==> src/lpic_pkg.sv <==
// Purpose: Constants and types shared by the cascaded interrupt controller
// Assumes: Byte-wide I/O port access from the host
// Notes:   Unit 0 is the primary, unit 1 the secondary
package lpic_pkg;
    // Port decode
    localparam logic [7:0] PRI_EVEN      = 8'h20;
    localparam logic [7:0] PRI_ODD       = 8'h21;
    localparam logic [7:0] SEC_EVEN      = 8'ha0;
    localparam logic [7:0] SEC_ODD       = 8'ha1;
    // Even- and odd-port data fields
    localparam int         INIT_BIT      = 4;
    localparam int         SEL_HI        = 4;
    localparam int         SEL_LO        = 3;
    localparam logic [1:0] SEL_OP_TWO    = 2'h0;
    localparam logic [1:0] SEL_OP_THREE  = 2'h1;
    localparam int         CMD_HI        = 7;
    localparam int         CMD_LO        = 5;
    localparam int         LVL_HI        = 2;
    localparam int         SPECIAL_MASK_WRITE_ENABLE_BIT      = 6;
    localparam int         SMM_BIT       = 5;
    localparam int         POLL_BIT      = 2;
    localparam int         RR_BIT        = 1;
    localparam int         RIS_BIT       = 0;
    localparam int         VEC_HI        = 7;
    localparam int         VEC_LO        = 3;
    localparam int         POLL_FLAG_BIT = 7;
    // Second operation word commands
    localparam logic [2:0] CMD_NS_EOI    = 3'h1;
    localparam logic [2:0] CMD_NOP       = 3'h2;
    localparam logic [2:0] CMD_SP_EOI    = 3'h3;
    localparam logic [2:0] CMD_ROT_NS    = 3'h5;
    localparam logic [2:0] CMD_SET_PRIO  = 3'h6;
    localparam logic [2:0] CMD_ROT_SP    = 3'h7;
    // Reset and fixed values
    localparam logic [2:0] CASCADE_INPUT = 3'h2;
    localparam logic [2:0] PRIO_RESET    = 3'h7;
    localparam logic [2:0] SPURIOUS_LVL  = 3'h7;
    localparam logic [7:0] MASK_RESET    = 8'h00;
    localparam logic [7:0] BYTE_ZERO     = 8'h00;
    localparam logic [4:0] VEC_RESET     = 5'h00;

    typedef enum logic [1:0] {
        ST_READY      = 2'b00,
        ST_WORD_TWO   = 2'b01,
        ST_WORD_THREE = 2'b10,
        ST_WORD_FOUR  = 2'b11
    } lpic_init_t;
endpackage : lpic_pkg

==> src/lpic_ctrl.sv <==
// Purpose: Cascaded legacy interrupt controller, primary and secondary units
// Assumes: Host I/O strobes are one-cycle pulses synchronous to clk
// Notes:   Edge or level per input comes from trigger_mode_register; primary input 2 is always level
//
// Notes on behaviour
// - Primary at 20h/21h, secondary at A0h/A1h
// - Even write with bit4 restarts initialization
// - Bits 4:3 pick operation word two/three
// - Odd writes follow words two, three, four
// - Vector address and interval bits ignored
// - Trigger bit ignored; separate register decides
// - Auto end bit ignored; explicit commands only
// - Processor mode bit ignored; x86 vectoring
// - Ready odd write loads mask; one blocks
// - Primary input 2 mask blocks secondary
// - Decode end, rotate and priority commands
// - Special mask mode set, reset, kept
// - Poll makes next read an acknowledge if at even port
`timescale 1ns/1ps
module lpic_ctrl (
    // Clock and reset
    input  wire logic        clk,
    input  wire logic        nrst,
    // Host I/O port access
    input  wire logic [7:0]  io_addr,
    input  wire logic        io_wr,
    input  wire logic        io_rd,
    input  wire logic [7:0]  io_wdata,
    output logic      [7:0]  io_rdata_r,
    output logic             io_rvalid_r,
    // Request lines and trigger selection
    input  wire logic [15:0] irq_line,
    input  wire logic [15:0] trigger_mode_register,
    // Processor interrupt and acknowledge
    input  wire logic        int_ack,
    output logic             intr_r,
    output logic      [7:0]  ack_vector_r,
    output logic             ack_valid_r
);
    logic       sec_int_r;
    logic [1:0] hw_ack;

    function automatic logic [7:0] port_of(input int unit, input logic odd);
        port_of = (unit == 0) ? (odd ? lpic_pkg::PRI_ODD : lpic_pkg::PRI_EVEN)
                              : (odd ? lpic_pkg::SEC_ODD : lpic_pkg::SEC_EVEN);
    endfunction : port_of

    function automatic logic [7:0] onehot(input logic [2:0] l);
        onehot = 8'h01 << l;
    endfunction : onehot

    for (genvar g = 0; g < 2; g++) begin : u
        logic [7:0]          line;
        logic [7:0]          trig;
        logic [7:0]          prev_r;
        logic [7:0]          irr_r;
        logic [7:0]          isr_r;
        logic [7:0]          mask_r;
        logic [2:0]          prio_r;
        logic                smm_r;
        logic                poll_r;
        logic                rsel_r;
        logic [4:0]          vec_r;
        lpic_pkg::lpic_init_t st_r;
        logic                wr_even;
        logic                wr_odd;
        logic                rd_even;
        logic                rd_odd;
        logic                op_two;
        logic                op_three;
        logic                poll_rd;
        logic                ack;
        logic [2:0]          cmd;
        logic [2:0]          wlvl;
        logic                res_valid;
        logic [2:0]          res_lvl;
        logic                isr_any;
        logic [2:0]          isr_lvl;
        logic [7:0]          ack_set;
        logic [7:0]          eoi_clr;

        assign wr_even = io_wr && io_addr == port_of(g, 1'b0);
        assign wr_odd  = io_wr && io_addr == port_of(g, 1'b1);
        assign rd_even = io_rd && io_addr == port_of(g, 1'b0);
        assign rd_odd  = io_rd && io_addr == port_of(g, 1'b1);
        assign cmd     = io_wdata[lpic_pkg::CMD_HI:lpic_pkg::CMD_LO];
        assign wlvl    = io_wdata[lpic_pkg::LVL_HI:0];
        // Operation words only count once initialization has finished
        assign op_two   = wr_even && !io_wdata[lpic_pkg::INIT_BIT] && st_r == lpic_pkg::ST_READY
                        && io_wdata[lpic_pkg::SEL_HI:lpic_pkg::SEL_LO] == lpic_pkg::SEL_OP_TWO;
        assign op_three = wr_even && !io_wdata[lpic_pkg::INIT_BIT] && st_r == lpic_pkg::ST_READY
                        && io_wdata[lpic_pkg::SEL_HI:lpic_pkg::SEL_LO] == lpic_pkg::SEL_OP_THREE;
        assign poll_rd = rd_even && poll_r;
        assign ack     = hw_ack[g] || poll_rd;

        if (g == 0) begin : g_pri
            // Cascade input is level driven by the secondary's output
            assign line = {irq_line[7:3], sec_int_r, irq_line[1:0]};
            assign trig = {trigger_mode_register[7:3], 1'b1, trigger_mode_register[1:0]};
        end else begin : g_sec
            assign line = irq_line[15:8];
            assign trig = trigger_mode_register[15:8];
        end

        // Masked requests never reach the resolver
        lpic_prio prio_i (
            .req     (irr_r & ~mask_r),
            .isr     (isr_r),
            .prio    (prio_r),
            .special_mask_value     (smm_r),
            .valid   (res_valid),
            .lvl     (res_lvl),
            .isr_any (isr_any),
            .isr_lvl (isr_lvl)
        );

        assign ack_set  = (ack && res_valid) ? onehot(res_lvl) : 8'h00;

        always_comb begin
            eoi_clr = 8'h00;
            if (op_two) begin
                unique case (cmd)
                    lpic_pkg::CMD_NS_EOI,
                    lpic_pkg::CMD_ROT_NS: eoi_clr = isr_any ? onehot(isr_lvl) : 8'h00;
                    lpic_pkg::CMD_SP_EOI,
                    lpic_pkg::CMD_ROT_SP: eoi_clr = onehot(wlvl);
                    default:              eoi_clr = 8'h00;
                endcase
            end
        end

        always_ff @(posedge clk or negedge nrst) begin
            if (!nrst) begin
                prev_r <= 8'h00;
            end else begin
                prev_r <= line;
            end
        end

        // Edge inputs latch on a rise; level inputs follow the line
        always_ff @(posedge clk or negedge nrst) begin
            if (!nrst) begin
                irr_r <= 8'h00;
            end else begin
                irr_r <= ((irr_r & ~(ack_set & ~trig)) & (~trig | line))
                       | (line & (trig | ~prev_r));
            end
        end

        // A new acknowledge wins over an end command in the same cycle
        always_ff @(posedge clk or negedge nrst) begin
            if (!nrst) begin
                isr_r <= 8'h00;
            end else if (wr_even && io_wdata[lpic_pkg::INIT_BIT]) begin
                isr_r <= 8'h00;
            end else begin
                isr_r <= (isr_r & ~eoi_clr) | ack_set;
            end
        end

        always_ff @(posedge clk or negedge nrst) begin
            if (!nrst) begin
                prio_r <= lpic_pkg::PRIO_RESET;
            end else if (wr_even && io_wdata[lpic_pkg::INIT_BIT]) begin
                prio_r <= lpic_pkg::PRIO_RESET;
            end else if (op_two) begin
                unique case (cmd)
                    lpic_pkg::CMD_ROT_NS: if (isr_any) prio_r <= isr_lvl;
                    lpic_pkg::CMD_SET_PRIO,
                    lpic_pkg::CMD_ROT_SP: prio_r <= wlvl;
                    default:              prio_r <= prio_r;
                endcase
            end
        end

        // Init word one and its sequence of odd-port words
        always_ff @(posedge clk or negedge nrst) begin
            if (!nrst) begin
                st_r  <= lpic_pkg::ST_READY;
                vec_r <= lpic_pkg::VEC_RESET;
            end else if (wr_even && io_wdata[lpic_pkg::INIT_BIT]) begin
                st_r <= lpic_pkg::ST_WORD_TWO;
            end else if (wr_odd) begin
                unique case (st_r)
                    lpic_pkg::ST_WORD_TWO: begin
                        vec_r <= io_wdata[lpic_pkg::VEC_HI:lpic_pkg::VEC_LO];
                        st_r  <= lpic_pkg::ST_WORD_THREE;
                    end
                    // Cascade wiring is fixed, so the map is not kept
                    lpic_pkg::ST_WORD_THREE: st_r <= lpic_pkg::ST_WORD_FOUR;
                    lpic_pkg::ST_WORD_FOUR:  st_r <= lpic_pkg::ST_READY;
                    lpic_pkg::ST_READY:      st_r <= lpic_pkg::ST_READY;
                endcase
            end
        end

        always_ff @(posedge clk or negedge nrst) begin
            if (!nrst) begin
                mask_r <= lpic_pkg::MASK_RESET;
            end else if (wr_even && io_wdata[lpic_pkg::INIT_BIT]) begin
                mask_r <= lpic_pkg::MASK_RESET;
            end else if (wr_odd && st_r == lpic_pkg::ST_READY) begin
                mask_r <= io_wdata;
            end
        end

        always_ff @(posedge clk or negedge nrst) begin
            if (!nrst) begin
                smm_r  <= 1'b0;
                rsel_r <= 1'b0;
            end else if (wr_even && io_wdata[lpic_pkg::INIT_BIT]) begin
                smm_r  <= 1'b0;
                rsel_r <= 1'b0;
            end else if (op_three) begin
                if (io_wdata[lpic_pkg::SPECIAL_MASK_WRITE_ENABLE_BIT]) begin
                    smm_r <= io_wdata[lpic_pkg::SMM_BIT];
                end
                if (io_wdata[lpic_pkg::RR_BIT]) begin
                    rsel_r <= io_wdata[lpic_pkg::RIS_BIT];
                end
            end
        end

        // Poll armed by the third word, spent on the next read
        always_ff @(posedge clk or negedge nrst) begin
            if (!nrst) begin
                poll_r <= 1'b0;
            end else if (op_three) begin
                poll_r <= io_wdata[lpic_pkg::POLL_BIT];
            end else if (rd_even || rd_odd) begin
                poll_r <= 1'b0;
            end
        end
    end

    // Secondary's hardware acknowledge comes only through primary input 2
    assign hw_ack[0] = int_ack;
    assign hw_ack[1] = int_ack && u[0].res_valid && u[0].res_lvl == lpic_pkg::CASCADE_INPUT;

    always_ff @(posedge clk or negedge nrst) begin
        if (!nrst) begin
            sec_int_r <= 1'b0;
            intr_r    <= 1'b0;
        end else begin
            sec_int_r <= u[1].res_valid;
            intr_r    <= u[0].res_valid;
        end
    end

    // Vector base plus level; an empty acknowledge reads level 7
    always_ff @(posedge clk or negedge nrst) begin
        if (!nrst) begin
            ack_vector_r <= lpic_pkg::BYTE_ZERO;
            ack_valid_r  <= 1'b0;
        end else begin
            ack_valid_r <= int_ack;
            if (int_ack) begin
                if (hw_ack[1]) begin
                    ack_vector_r <= {u[1].vec_r,
                                     u[1].res_valid ? u[1].res_lvl : lpic_pkg::SPURIOUS_LVL};
                end else begin
                    ack_vector_r <= {u[0].vec_r,
                                     u[0].res_valid ? u[0].res_lvl : lpic_pkg::SPURIOUS_LVL};
                end
            end
        end
    end

    function automatic logic [7:0] poll_byte(input logic v, input logic [2:0] l);
        poll_byte = lpic_pkg::BYTE_ZERO | (8'(v) << lpic_pkg::POLL_FLAG_BIT) | 8'(l);
    endfunction : poll_byte

    always_ff @(posedge clk or negedge nrst) begin
        if (!nrst) begin
            io_rdata_r  <= lpic_pkg::BYTE_ZERO;
            io_rvalid_r <= 1'b0;
        end else begin
            io_rvalid_r <= io_rd;
            if (io_rd) begin
                if (u[0].poll_rd) begin
                    io_rdata_r <= poll_byte(u[0].res_valid, u[0].res_lvl);
                end else if (u[1].poll_rd) begin
                    io_rdata_r <= poll_byte(u[1].res_valid, u[1].res_lvl);
                end else if (u[0].rd_even) begin
                    io_rdata_r <= u[0].rsel_r ? u[0].isr_r : u[0].irr_r;
                end else if (u[1].rd_even) begin
                    io_rdata_r <= u[1].rsel_r ? u[1].isr_r : u[1].irr_r;
                end else if (u[0].rd_odd) begin
                    io_rdata_r <= u[0].mask_r;
                end else if (u[1].rd_odd) begin
                    io_rdata_r <= u[1].mask_r;
                end else begin
                    io_rdata_r <= lpic_pkg::BYTE_ZERO;
                end
            end
        end
    end
endmodule : lpic_ctrl

==> src/lpic_prio.sv <==
// Purpose: Rotating priority resolver for one eight-input unit
// Assumes: prio names the lowest-priority level; prio+1 is highest
// Notes:   Purely combinational; the caller registers what leaves the block
`timescale 1ns/1ps
module lpic_prio (
    // Request state
    input  wire logic [7:0] req,
    input  wire logic [7:0] isr,
    input  wire logic [2:0] prio,
    input  wire logic       special_mask_value,
    // Result
    output logic            valid,
    output logic [2:0]      lvl,
    output logic            isr_any,
    output logic [2:0]      isr_lvl
);
    always_comb begin
        logic       blocked;
        logic [2:0] idx;
        blocked = 1'b0;
        valid   = 1'b0;
        lvl     = 3'h0;
        isr_any = 1'b0;
        isr_lvl = 3'h0;
        idx     = 3'h0;
        for (int i = 0; i < 8; i++) begin
            idx = 3'(prio + 3'(i) + 3'h1);
            // Special mask mode lets lower levels past an in-service one
            if (!valid && !blocked) begin
                if (isr[idx] && !special_mask_value) begin
                    blocked = 1'b1;
                end else if (req[idx] && !isr[idx]) begin
                    valid = 1'b1;
                    lvl   = idx;
                end
            end
            if (!isr_any && isr[idx]) begin
                isr_any = 1'b1;
                isr_lvl = idx;
            end
        end
    end
endmodule : lpic_prio

==> config.mk <==
export PLATFORM = sky130hd
export DESIGN_NAME = lpic_ctrl
export DESIGN_NICKNAME = d
export VERILOG_FILES = /design/src/lpic_pkg.sv /design/src/lpic_ctrl.sv /design/src/lpic_prio.sv
export SDC_FILE = /design/constraint.sdc
export NUM_CORES = 1
export LEC_CHECK = 0
export BUFFER_PORTS_ARGS = -buffer_cell sky130_fd_sc_hd__clkbuf_2
export CORE_UTILIZATION = 40
export DETAILED_ROUTE_END_ITERATION = 10
export PLACE_DENSITY = 0.6
export SKIP_CTS_REPAIR_TIMING = 1
export SLEW_MARGIN = 20
export SYNTH_ARGS = -nofsm -noshare
export SYNTH_HDL_FRONTEND = slang
export SYNTH_SLANG_ARGS = --single-unit
==> constraint.sdc <==
create_clock -name clk -period 8.5 [get_ports clk]
set_clock_uncertainty 0.05 [all_clocks]
set_input_delay 2.55 -clock clk [delete_from_list [all_inputs] [get_ports clk]]
set_output_delay 2.55 -clock clk [all_outputs]
set_load 0.005 [all_outputs]
==> results_dict.tcl, run 1 <==
set metrics [dict create \
    synth.distinct_cells 98 \
    swShare_pct 43.3 \
    slew_headroom_pct 29.8 \
    p_comb_share_pct 46.2 \
    totalPowerFinal_w 0.00209 \
    drt-pass1-iter-count 5 \
    hold_path.class "reg -> reg" \
    synth_xor_area_share_pct 1.43 \
    grt_pass1_vias 7961 \
    synthTopCellsByCount "dfrtp_1, nor2_1, nand2_1, mux2i_1, o21ai_0" \
    rsz0062_at_grt "false" \
    grt_overflow_total 0 \
    synth_top_area_cell "dfrtp_1" \
    start_util_pct 40.7 \
    wl_per_cell_microns 21.7 \
    cts_max_level 3 \
    layout-drive-gt1-share_pct 19.6 \
    die_h_microns 154 \
    synth_ff_type "dfrtp_1" \
    hold_viol 0 \
    slowest_stage "ha_1" \
    grtUsageMet2_pct 37.7 \
    crit_type "reg -> reg" \
    seqCellArea_sq_um 2740 \
    crit_fanout 25 \
    power.switching_w 0.000905 \
    yosys-top-cells-area "dfrtp_1, mux4_2, mux2i_1, mux2_2, nor2_1" \
    ys.warnings.count 0 \
    synth_compound_area_share_pct 23.6 \
    via_count 8424 \
    met1_usage_pct 34.9 \
    pin_count 72 \
    synth_nets 1047 \
    slowest_delay_ns 1.02 \
    slew_viol_final 0 \
    cp_cell_sequence "inv_2 -> ha_1 -> mux4_2 -> mux2i_1 -> nor2_1 -> nor4_1 -> nor4bb_1 -> mux2_2 -> o31ai_2 -> nand2_1 -> o31a_1" \
    routabilityCongestion 0.905 \
    grt_max_degree 62 \
    cts-root-buf "clkbuf_16" \
    cts.sink_count 109 \
    vdd_drop_max_mv 0.126 \
    cp_top_family "simple AND/OR/NAND/NOR gates" \
    async_flop_share_pct 100 \
    max_freq_mhz 157 \
    drc_errors 0 \
    syn_area_per_cell_sq_um 9.38 \
    die_w_microns 154 \
    cp-end-kind "register" \
    clock_latency_ns 0.37 \
    place_inst 1296 \
    fillCellCount 2165 \
    crit_path_start_kind "register" \
    p_seq_share_pct 31.8 \
    cts-buffers-inserted 9 \
    worstMarginPinSlew_ns 1.05 \
    netlist_area_sq_um 9210 \
    final_cells 1312 \
    final_nets 1087 \
    fin_crit_ns 6.37 \
    use_met3_pct 2.54 \
    final.setup.tns_ns 0 \
    grt_pass1_wl_microns 45300 \
    max_cap_viol_count 0 \
    diodes 0 \
    synthMuxAreaShare_pct 19.7 \
    cts.reportedPaths.clkPinSlew_ns 0.08 \
    synth_top_family_by_area "compound AO/OA/AOI/OAI gates" \
    yosysMostFrequentCell "dfrtp_1" \
    crit_buf_inv 1 \
    core_sq_um 22600 \
    ys_seq_elements 109 \
    cellLeakagePower_nw 4.10 \
    drt_iter0_drc 801 \
    hpwl_microns 21200 \
    status "finished, final reports clean" \
    grt_busiest_layer "met2" \
    rows 55 \
    multiInputGateArea_sq_um 6060 \
    clock_power_share_pct 22.0 \
    die_area_sq_um 23600 \
    cts_buffer_depth 2 \
    synthSimpleGateAreaFrac_pct 19.3 \
    viasPerCell 6.42 \
    crit_arrival_ns 6.57 \
    p_int_w 0.00118 \
    synth-edff-count 0 \
    min_period_over_period_pct 74.9 \
    synth-seq-area-share_pct 29.7 \
    io_buffers 69 \
    worst_ep_required_time_ns 8.71 \
    p_per_area_nw_per_um2 207 \
    track_usage_pct 24.4 \
    syn_inst 982 \
    syn_to_final_growth_pct 9.32 \
    postRouteAntennaNets 0 \
    finalSetupViolCount 0 \
    drt-total-wl_microns 28500 \
    synth-adder-area-share_pct 1.63 \
    antenna_found_initial 0 \
    cts_tree "built" \
    yosysTopAreaCellShare_pct 28.0 \
]
## cell usage in the layout (no fill, tap or decap), drive strengths merged, types with 31 or more instances in the layout
master  netlist  final
dfrtp       103    103
mux2         31     31
nor2         73     73
o21ai        54     54
inv          52     54
mux2i        60     60
mux4         38     38
nand2        70     70
a21oi        48     48
clkbuf       19     77
## sequential cells by signal (all words and copies together), names as in the netlist
register	flops
u.irr_r	16
u.isr_r	16
u.mask_r	16
u.prev_r	15
u.vec_r	10
ack_vector_r	8
io_rdata_r	8
u.prio_r	6
u.st_r	4
u.poll_r	2
u.rsel_r	2
u.smm_r	2
ack_valid_r	1
intr_r	1
io_rvalid_r	1
sec_int_r	1
## final cells by class
cell class	instances	share of cell area, %
timing repair buffer	75	3.90
clock buffer	9	2.24
clock inverter	7	1.02
tap	285	3.54
inverter	54	2.01
sequential	109	27.2
multi-input combinational	773	60.1
## metal layers
metal | wire length, microns | up-vias
met4 | 1090 | 0
met3 | 1990 | 69
met1 | 12500 | 4083
met2 | 12900 | 385
met5 | 0 | -
li1 | - | 3887
## per-stage QoR
step	hold WS, ns	setup slack [ns]	area [sq um]	utilization [%]
floorplan	0.355	3.48	9210	-
detailed placement	0.290	2.18	9740	43.0
global route	0.329	1.65	10100	44.5
finish	0.308	2.13	10100	44.5
CTS	0.314	2.19	10100	44.5
global placement	0.285	2.14	9740	43.0
## worst register-to-register path, delay by kind of cell (launching register included)
| kind | cells | cell delay (ns) |
|---|---|---|
| AND/OR/NAND/NOR | 4 | 1.36 |
| multiplexers | 3 | 1.28 |
| AO/OA/AOI/OAI | 2 | 1.16 |
| adder cells (fa/ha/maj) | 1 | 1.02 |
| flip-flops | 1 | 1.00 |
| buffers and inverters | 1 | 0.39 |
## path summary, 6_finish.rpt
path | startpoint | end | slack (ns) | cells past startpoint
max in group asynchronous | nrst | u[1].isr_r[1] | 5.04 | 2
worst min register to register | sec_int_r | u[0].irr_r[2] | 0.31 | 0
worst min-delay path | sec_int_r | u[0].irr_r[2] | 0.31 | 0
min in group asynchronous | nrst | ack_valid_r | 2.15 | 1
worst max-delay path | u[1].prio_r[0] | u[1].irr_r[1] | 2.13 | 11
worst max register to register | u[1].prio_r[0] | u[1].irr_r[1] | 2.13 | 11
## power groups by stage
stage / Clock [W] / Combinational, W / Sequential [W]
finish: 0.000460 / 0.000966 / 0.000664
global route: 0.000488 / 0.00105 / 0.000670
CTS: 0.000469 / 0.000947 / 0.000659
detailed placement: 0 / 0.000941 / 0.000670
global placement: 0 / 0.000945 / 0.000668
floorplan: 0 / 0.000700 / 0.000629
## cell families after synthesis
family                   Yosys count
flip-flops                       109
buffers and inverters            100
adder cells (fa/ha/maj)           12
multiplexers                     129
XOR/XNOR                          10
AND/OR/NAND/NOR                  326
AO/OA/AOI/OAI                    296
Note: power is estimated with default switching activity, not from simulation.
==> run 2: changes to the inputs <==
Settings changed: PLACE_DENSITY 0.6 to 0.62.
Clock period 8.5 ns to 5.5 ns, I/O delays scaled along.
==> run 2 against run 1 <==
Sequential power rose by 54%. Worst hold slack improved by 0.0069 ns. Non-clock buffer count rose by 22. Wire length about the same. Global-route usage down 0.072 points. Setup slack worse by 1.6 ns. Power grew 55%. Clock power is 45% higher. Largest cell class unchanged. Largest power group unchanged.
==> results_dict.tcl, run 2 (synthesis gave the netlist of run 1 again) <==
set metrics [dict create \
    crit_arrival_ns 5.18 \
    use_met3_pct 3.58 \
    utilization_pct 45.2 \
    final_nets 1109 \
    met1_usage_pct 33.8 \
    grt_pass1_wl_microns 45100 \
    drt_iter0_drc 780 \
    place_ws_ns 0.559 \
    rows 55 \
    hpwl_microns 21700 \
    routabilityCongestion 0.965 \
    worstHoldStart "sec_int_r" \
    io_buffers 69 \
    cts-buffers-inserted 9 \
    drt-pass1-iter-count 5 \
    pin_count 72 \
    hold_path.class "reg -> reg" \
    grt_overflow_total 0 \
    crit_fanout 19 \
    r2r_start "u[0].prio_r[0]" \
    rsz0062_at_grt "false" \
    fin_crit_ns 4.98 \
    r2r_end "u[1].irr_r[0]" \
    max_freq_mhz 201 \
    grt_pass1_vias 8061 \
    slew_headroom_pct 34.0 \
    final.setup.tns_ns 0 \
    r2r_cells 12 \
    hold_viol 0 \
    slew_viol_final 0 \
    track_usage_pct 24.3 \
    final_cells 1336 \
    cp-end-kind "register" \
    layout-drive-gt1-share_pct 21.2 \
    r2r_slack_ns 0.52 \
    cellLeakagePower_nw 4.19 \
    cts-root-buf "clkbuf_16" \
    drt-total-wl_microns 28500 \
    die_h_microns 154 \
    grtUsageMet2_pct 37.9 \
    fin_ws_ns 0.525 \
    antenna_found_initial 2 \
    placed_cell_area_sq_um 9900 \
    grt_busiest_layer "met2" \
    via_count 8589 \
    die_w_microns 154 \
    finalSetupViolCount 0 \
    vdd_drop_max_mv 0.204 \
    place_inst 1318 \
    drc_errors 0 \
    cts.reportedPaths.clkPinSlew_ns 0.09 \
    cts_max_level 3 \
    worst_ep_required_time_ns 5.70 \
    status "finished, final reports clean" \
    fillCellCount 2153 \
    min_period_over_period_pct 90.5 \
    crit_path_start_kind "register" \
    core_sq_um 22600 \
    cts.sink_count 109 \
    grt_max_degree 41 \
    top_regs "u.irr_r: 16 flops, u.isr_r: 16 flops, u.mask_r: 16 flops" \
    cts_tree "built" \
    hold_end "u[0].irr_r[2]" \
    postRouteAntennaNets 0 \
    layout_common_cells "dfrtp_1, nor2_1, nand2_1, clkbuf_2, mux2i_1" \
    clock_latency_ns 0.36 \
    holdPathStages 0 \
    cts_buffer_depth 2 \
    worstMarginPinSlew_ns 0.965 \
    wl_per_cell_microns 21.3 \
    start_util_pct 40.7 \
    syn_to_final_growth_pct 11.0 \
    max_cap_viol_count 0 \
    die_area_sq_um 23600 \
    viasPerCell 6.43 \
    final_common_cell "dfrtp_1" \
    final_area_sq_um 10200 \
    p_per_area_nw_per_um2 316 \
    crit_type "reg -> reg" \
]
==> run 2: cell count changes in the layout (fill, tap and decap cells not counted) <==
cell / change
buf_4: +22
clkinv_4: -2
clkinvlp_4: +2
diode_2: +2
inv_8: -2
bufinv_16: -1
clkinv_8: +1
inv_12: +1
inv_6: +1
o31ai_1: +1
o31ai_2: -1
==> run 2: where the power goes <==
| group | leakage, nW | switching [W] | total (W) | internal, W |
|---|---|---|---|---|
| sequential | 1.36 | 0.000135 | 0.00102 | 0.000882 |
| combinational | 2.69 | 0.000939 | 0.00154 | 0.000603 |
| clock | 0.144 | 0.000342 | 0.000669 | 0.000327 |
==> run 2: layer usage <==
layer / wire, microns / up-vias
met5: 0 / -
met2: 13000 / 393
met4: 980 / 0
met1: 12500 / 4207
li1: - / 3935
met3: 2010 / 54
==> run 2: layout make-up <==
type | instances | area (sq um) | area share, %
clock inverter | 7 | 88.8 | 0.869
inverter | 54 | 203 | 1.98
timing repair buffer | 97 | 558 | 5.46
multi-input combinational | 773 | 6050 | 59.2
clock buffer | 9 | 225 | 2.20
sequential | 109 | 2740 | 26.8
tap | 285 | 357 | 3.49
antenna | 2 | 5.00 | 0.0490
==> run 2: worst max path at each step <==
stage,slack (ns),depth (start not counted),startpoint,endpoint
floorplan,0.70,15,u[1].prio_r[0],u[1].irr_r[0]
global placement,0.60,12,u[0].prio_r[0],u[1].irr_r[2]
detailed placement,0.56,12,u[0].prio_r[0],u[1].irr_r[0]
CTS,0.55,12,u[0].prio_r[0],u[1].irr_r[0]
global route,0.25,13,u[0].prio_r[0],u[1].isr_r[3]
finish,0.52,12,u[0].prio_r[0],u[1].irr_r[0]
==> run 2: stage by stage <==
stage	hold slack (ns)	power [W]
floorplan	0.355	0.00205
global placement	0.288	0.00252
detailed placement	0.286	0.00253
CTS	0.315	0.00321
global route	0.346	0.00341
finish	0.315	0.00323
==> run 2: critical path: stages, from the launching register on <==
cell,delay [ns]
dfstp_2,0.69
inv_2,0.16
ha_1,0.75
mux4_2,0.65
mux2i_1,0.16
buf_4,0.20
a31o_2,0.25
a41oi_1,0.21
and4b_4,0.28
nor4_4,0.48
o2111ai_4,0.35
and2_4,0.33
o31a_1,0.30
==> run 3: changes to the inputs <==
Settings changed: CELL_PAD_IN_SITES_DETAIL_PLACEMENT from default to 1, CELL_PAD_IN_SITES_GLOBAL_PLACEMENT from default to 1, PLACE_DENSITY 0.62 to 0.76.
==> run 3 against run 2 <==
Sequential share of layout area barely moved. Critical endpoint is now u[1].irr_r[2]. Worst hold slack improved by 0.0027 ns. First-iteration DRC count fell by 3.6%. Power rose by 1.5%. Maximum frequency fell by 0.45%. Design area barely moved. Combinational power rose by 5%. Via count rose by 1.1%. Final cell count rose by 0.22%. Setup slack got worse by 0.022 ns. Register-to-register slack got worse by 0.02 ns. Non-clock buffer count rose by 4.
==> results_dict.tcl, run 3 (synthesis gave the netlist of run 1 again) <==
set metrics [dict create \
    status "finished, final reports clean" \
    hold_path.class "reg -> reg" \
    track_usage_pct 26.8 \
    viasPerCell 6.49 \
    crit_fanout 20 \
    clock_latency_ns 0.36 \
    final_area_sq_um 10200 \
    min_period_over_period_pct 90.9 \
    wl_met3_microns 1940 \
    max_cap_viol_count 0 \
    postRouteAntennaNets 0 \
    top_layer "met4" \
    via_count 8684 \
    finalSetupViolCount 0 \
    r2r_slack_ns 0.50 \
    syn_to_final_growth_pct 11.1 \
    die_h_microns 154 \
    fin_crit_ns 5.00 \
    rows 55 \
    cts_tree "built" \
    routabilityCongestion 0.893 \
    cts.reportedPaths.clkPinSlew_ns 0.08 \
    crit_type "reg -> reg" \
    r2r_cells 11 \
    cellLeakagePower_nw 4.21 \
    hold_end "u[0].irr_r[2]" \
    final.setup.tns_ns 0 \
    cts-root-buf "clkbuf_16" \
    cts_max_level 3 \
    core_sq_um 22600 \
    worstMarginPinSlew_ns 0.930 \
    drt_iter0_drc 752 \
    die_w_microns 154 \
    grt_pass1_wl_microns 49800 \
    cp-end-kind "register" \
    r2r_start "u[0].prio_r[0]" \
    p_per_area_nw_per_um2 320 \
    hpwl_microns 23800 \
    slew_headroom_pct 37.5 \
    holdPathStages 0 \
    vdd_drop_max_mv 0.194 \
    max_freq_mhz 200 \
    fin_ws_ns 0.502 \
    slew_viol_final 0 \
    crit_arrival_ns 5.19 \
    wl_per_cell_microns 23.2 \
    dr_wl_met2_microns 14300 \
    io_buffers 69 \
    utilization_pct 45.2 \
    antenna_found_initial 1 \
    drt-pass1-iter-count 5 \
    grt_pass1_vias 8723 \
    place_ws_ns 0.566 \
    cts_buffer_depth 2 \
    drc_errors 0 \
    layout_common_cells "dfrtp_1, nor2_1, nand2_1, clkbuf_2, mux2i_1" \
    cts.sink_count 109 \
    grt_max_degree 85 \
    rsz0062_at_grt "false" \
    worst_ep_required_time_ns 5.69 \
    die_area_sq_um 23600 \
    worstHoldStart "sec_int_r" \
    final_common_cell "dfrtp_1" \
    cts-buffers-inserted 9 \
    crit_path_start_kind "register" \
    grt_overflow_total 0 \
    layout-drive-gt1-share_pct 21.4 \
    placed_cell_area_sq_um 9930 \
    start_util_pct 40.7 \
    top_regs "u.irr_r: 16 flops, u.isr_r: 16 flops, u.mask_r: 16 flops" \
    r2r_end "u[1].irr_r[2]" \
    hold_viol 0 \
    wl_met1_microns 13500 \
    final_nets 1113 \
    pin_count 72 \
    drt-total-wl_microns 31000 \
]
run 3: per-layer routing:
metal	track usage, %	vias up
li1	-	3945
met3	3.18	62
met4	11.3	0
met2	43.1	335
met1	36.5	4342
met5	0	-
run 3: worst max-delay path by stage:
| stage | start | to | slack, ns | cells past startpoint |
|---|---|---|---|---|
| after floorplan | u[1].prio_r[0] | u[1].irr_r[0] | 0.70 | 15 |
| after global placement | u[0].prio_r[0] | u[1].irr_r[0] | 0.69 | 11 |
| after detailed placement | u[0].prio_r[0] | u[1].irr_r[2] | 0.57 | 11 |
| after CTS | u[0].prio_r[0] | u[1].irr_r[2] | 0.56 | 11 |
| after global routing | u[0].prio_r[0] | u[1].irr_r[2] | 0.27 | 11 |
| final | u[0].prio_r[0] | u[1].irr_r[2] | 0.50 | 11 |
run 3: area by class of cell:
| cell class | count | area [sq um] |
|---|---|---|
| fillers | 2617 | 12400 |
| diodes | 1 | 2.50 |
| inverters | 54 | 203 |
| clock inverters | 6 | 63.8 |
| flip-flops and latches | 109 | 2740 |
| repair buffers | 101 | 592 |
| clock buffers | 10 | 229 |
| well taps | 285 | 357 |
| multi-input cells | 773 | 6050 |
run 3: stage by stage:
step	hold WS, ns	power (W)	instances
5_1_grt	0.318	0.00347	1339
4_1_cts	0.312	0.00326	1338
6_report	0.318	0.00328	1339
3_3_place_gp	0.285	0.00256	1322
3_5_place_dp	0.293	0.00260	1322
2_1_floorplan	0.355	0.00205	982
run 3: power by group:
group	switching (W)	internal [W]	total, W
clock	0.000324	0.000321	0.000645
sequential	0.000141	0.000882	0.00102
combinational	0.000976	0.000634	0.00161
run 3: critical path: stages, from the launching register on:
cell	delay, ns
dfstp_2	0.57
inv_2	0.11
ha_1	0.74
mux4_2	0.65
mux2i_1	0.41
a31o_2	0.32
a41oi_1	0.24
and4b_4	0.29
nor4_4	0.50
o2111ai_4	0.36
and2_4	0.34
o31a_1	0.31
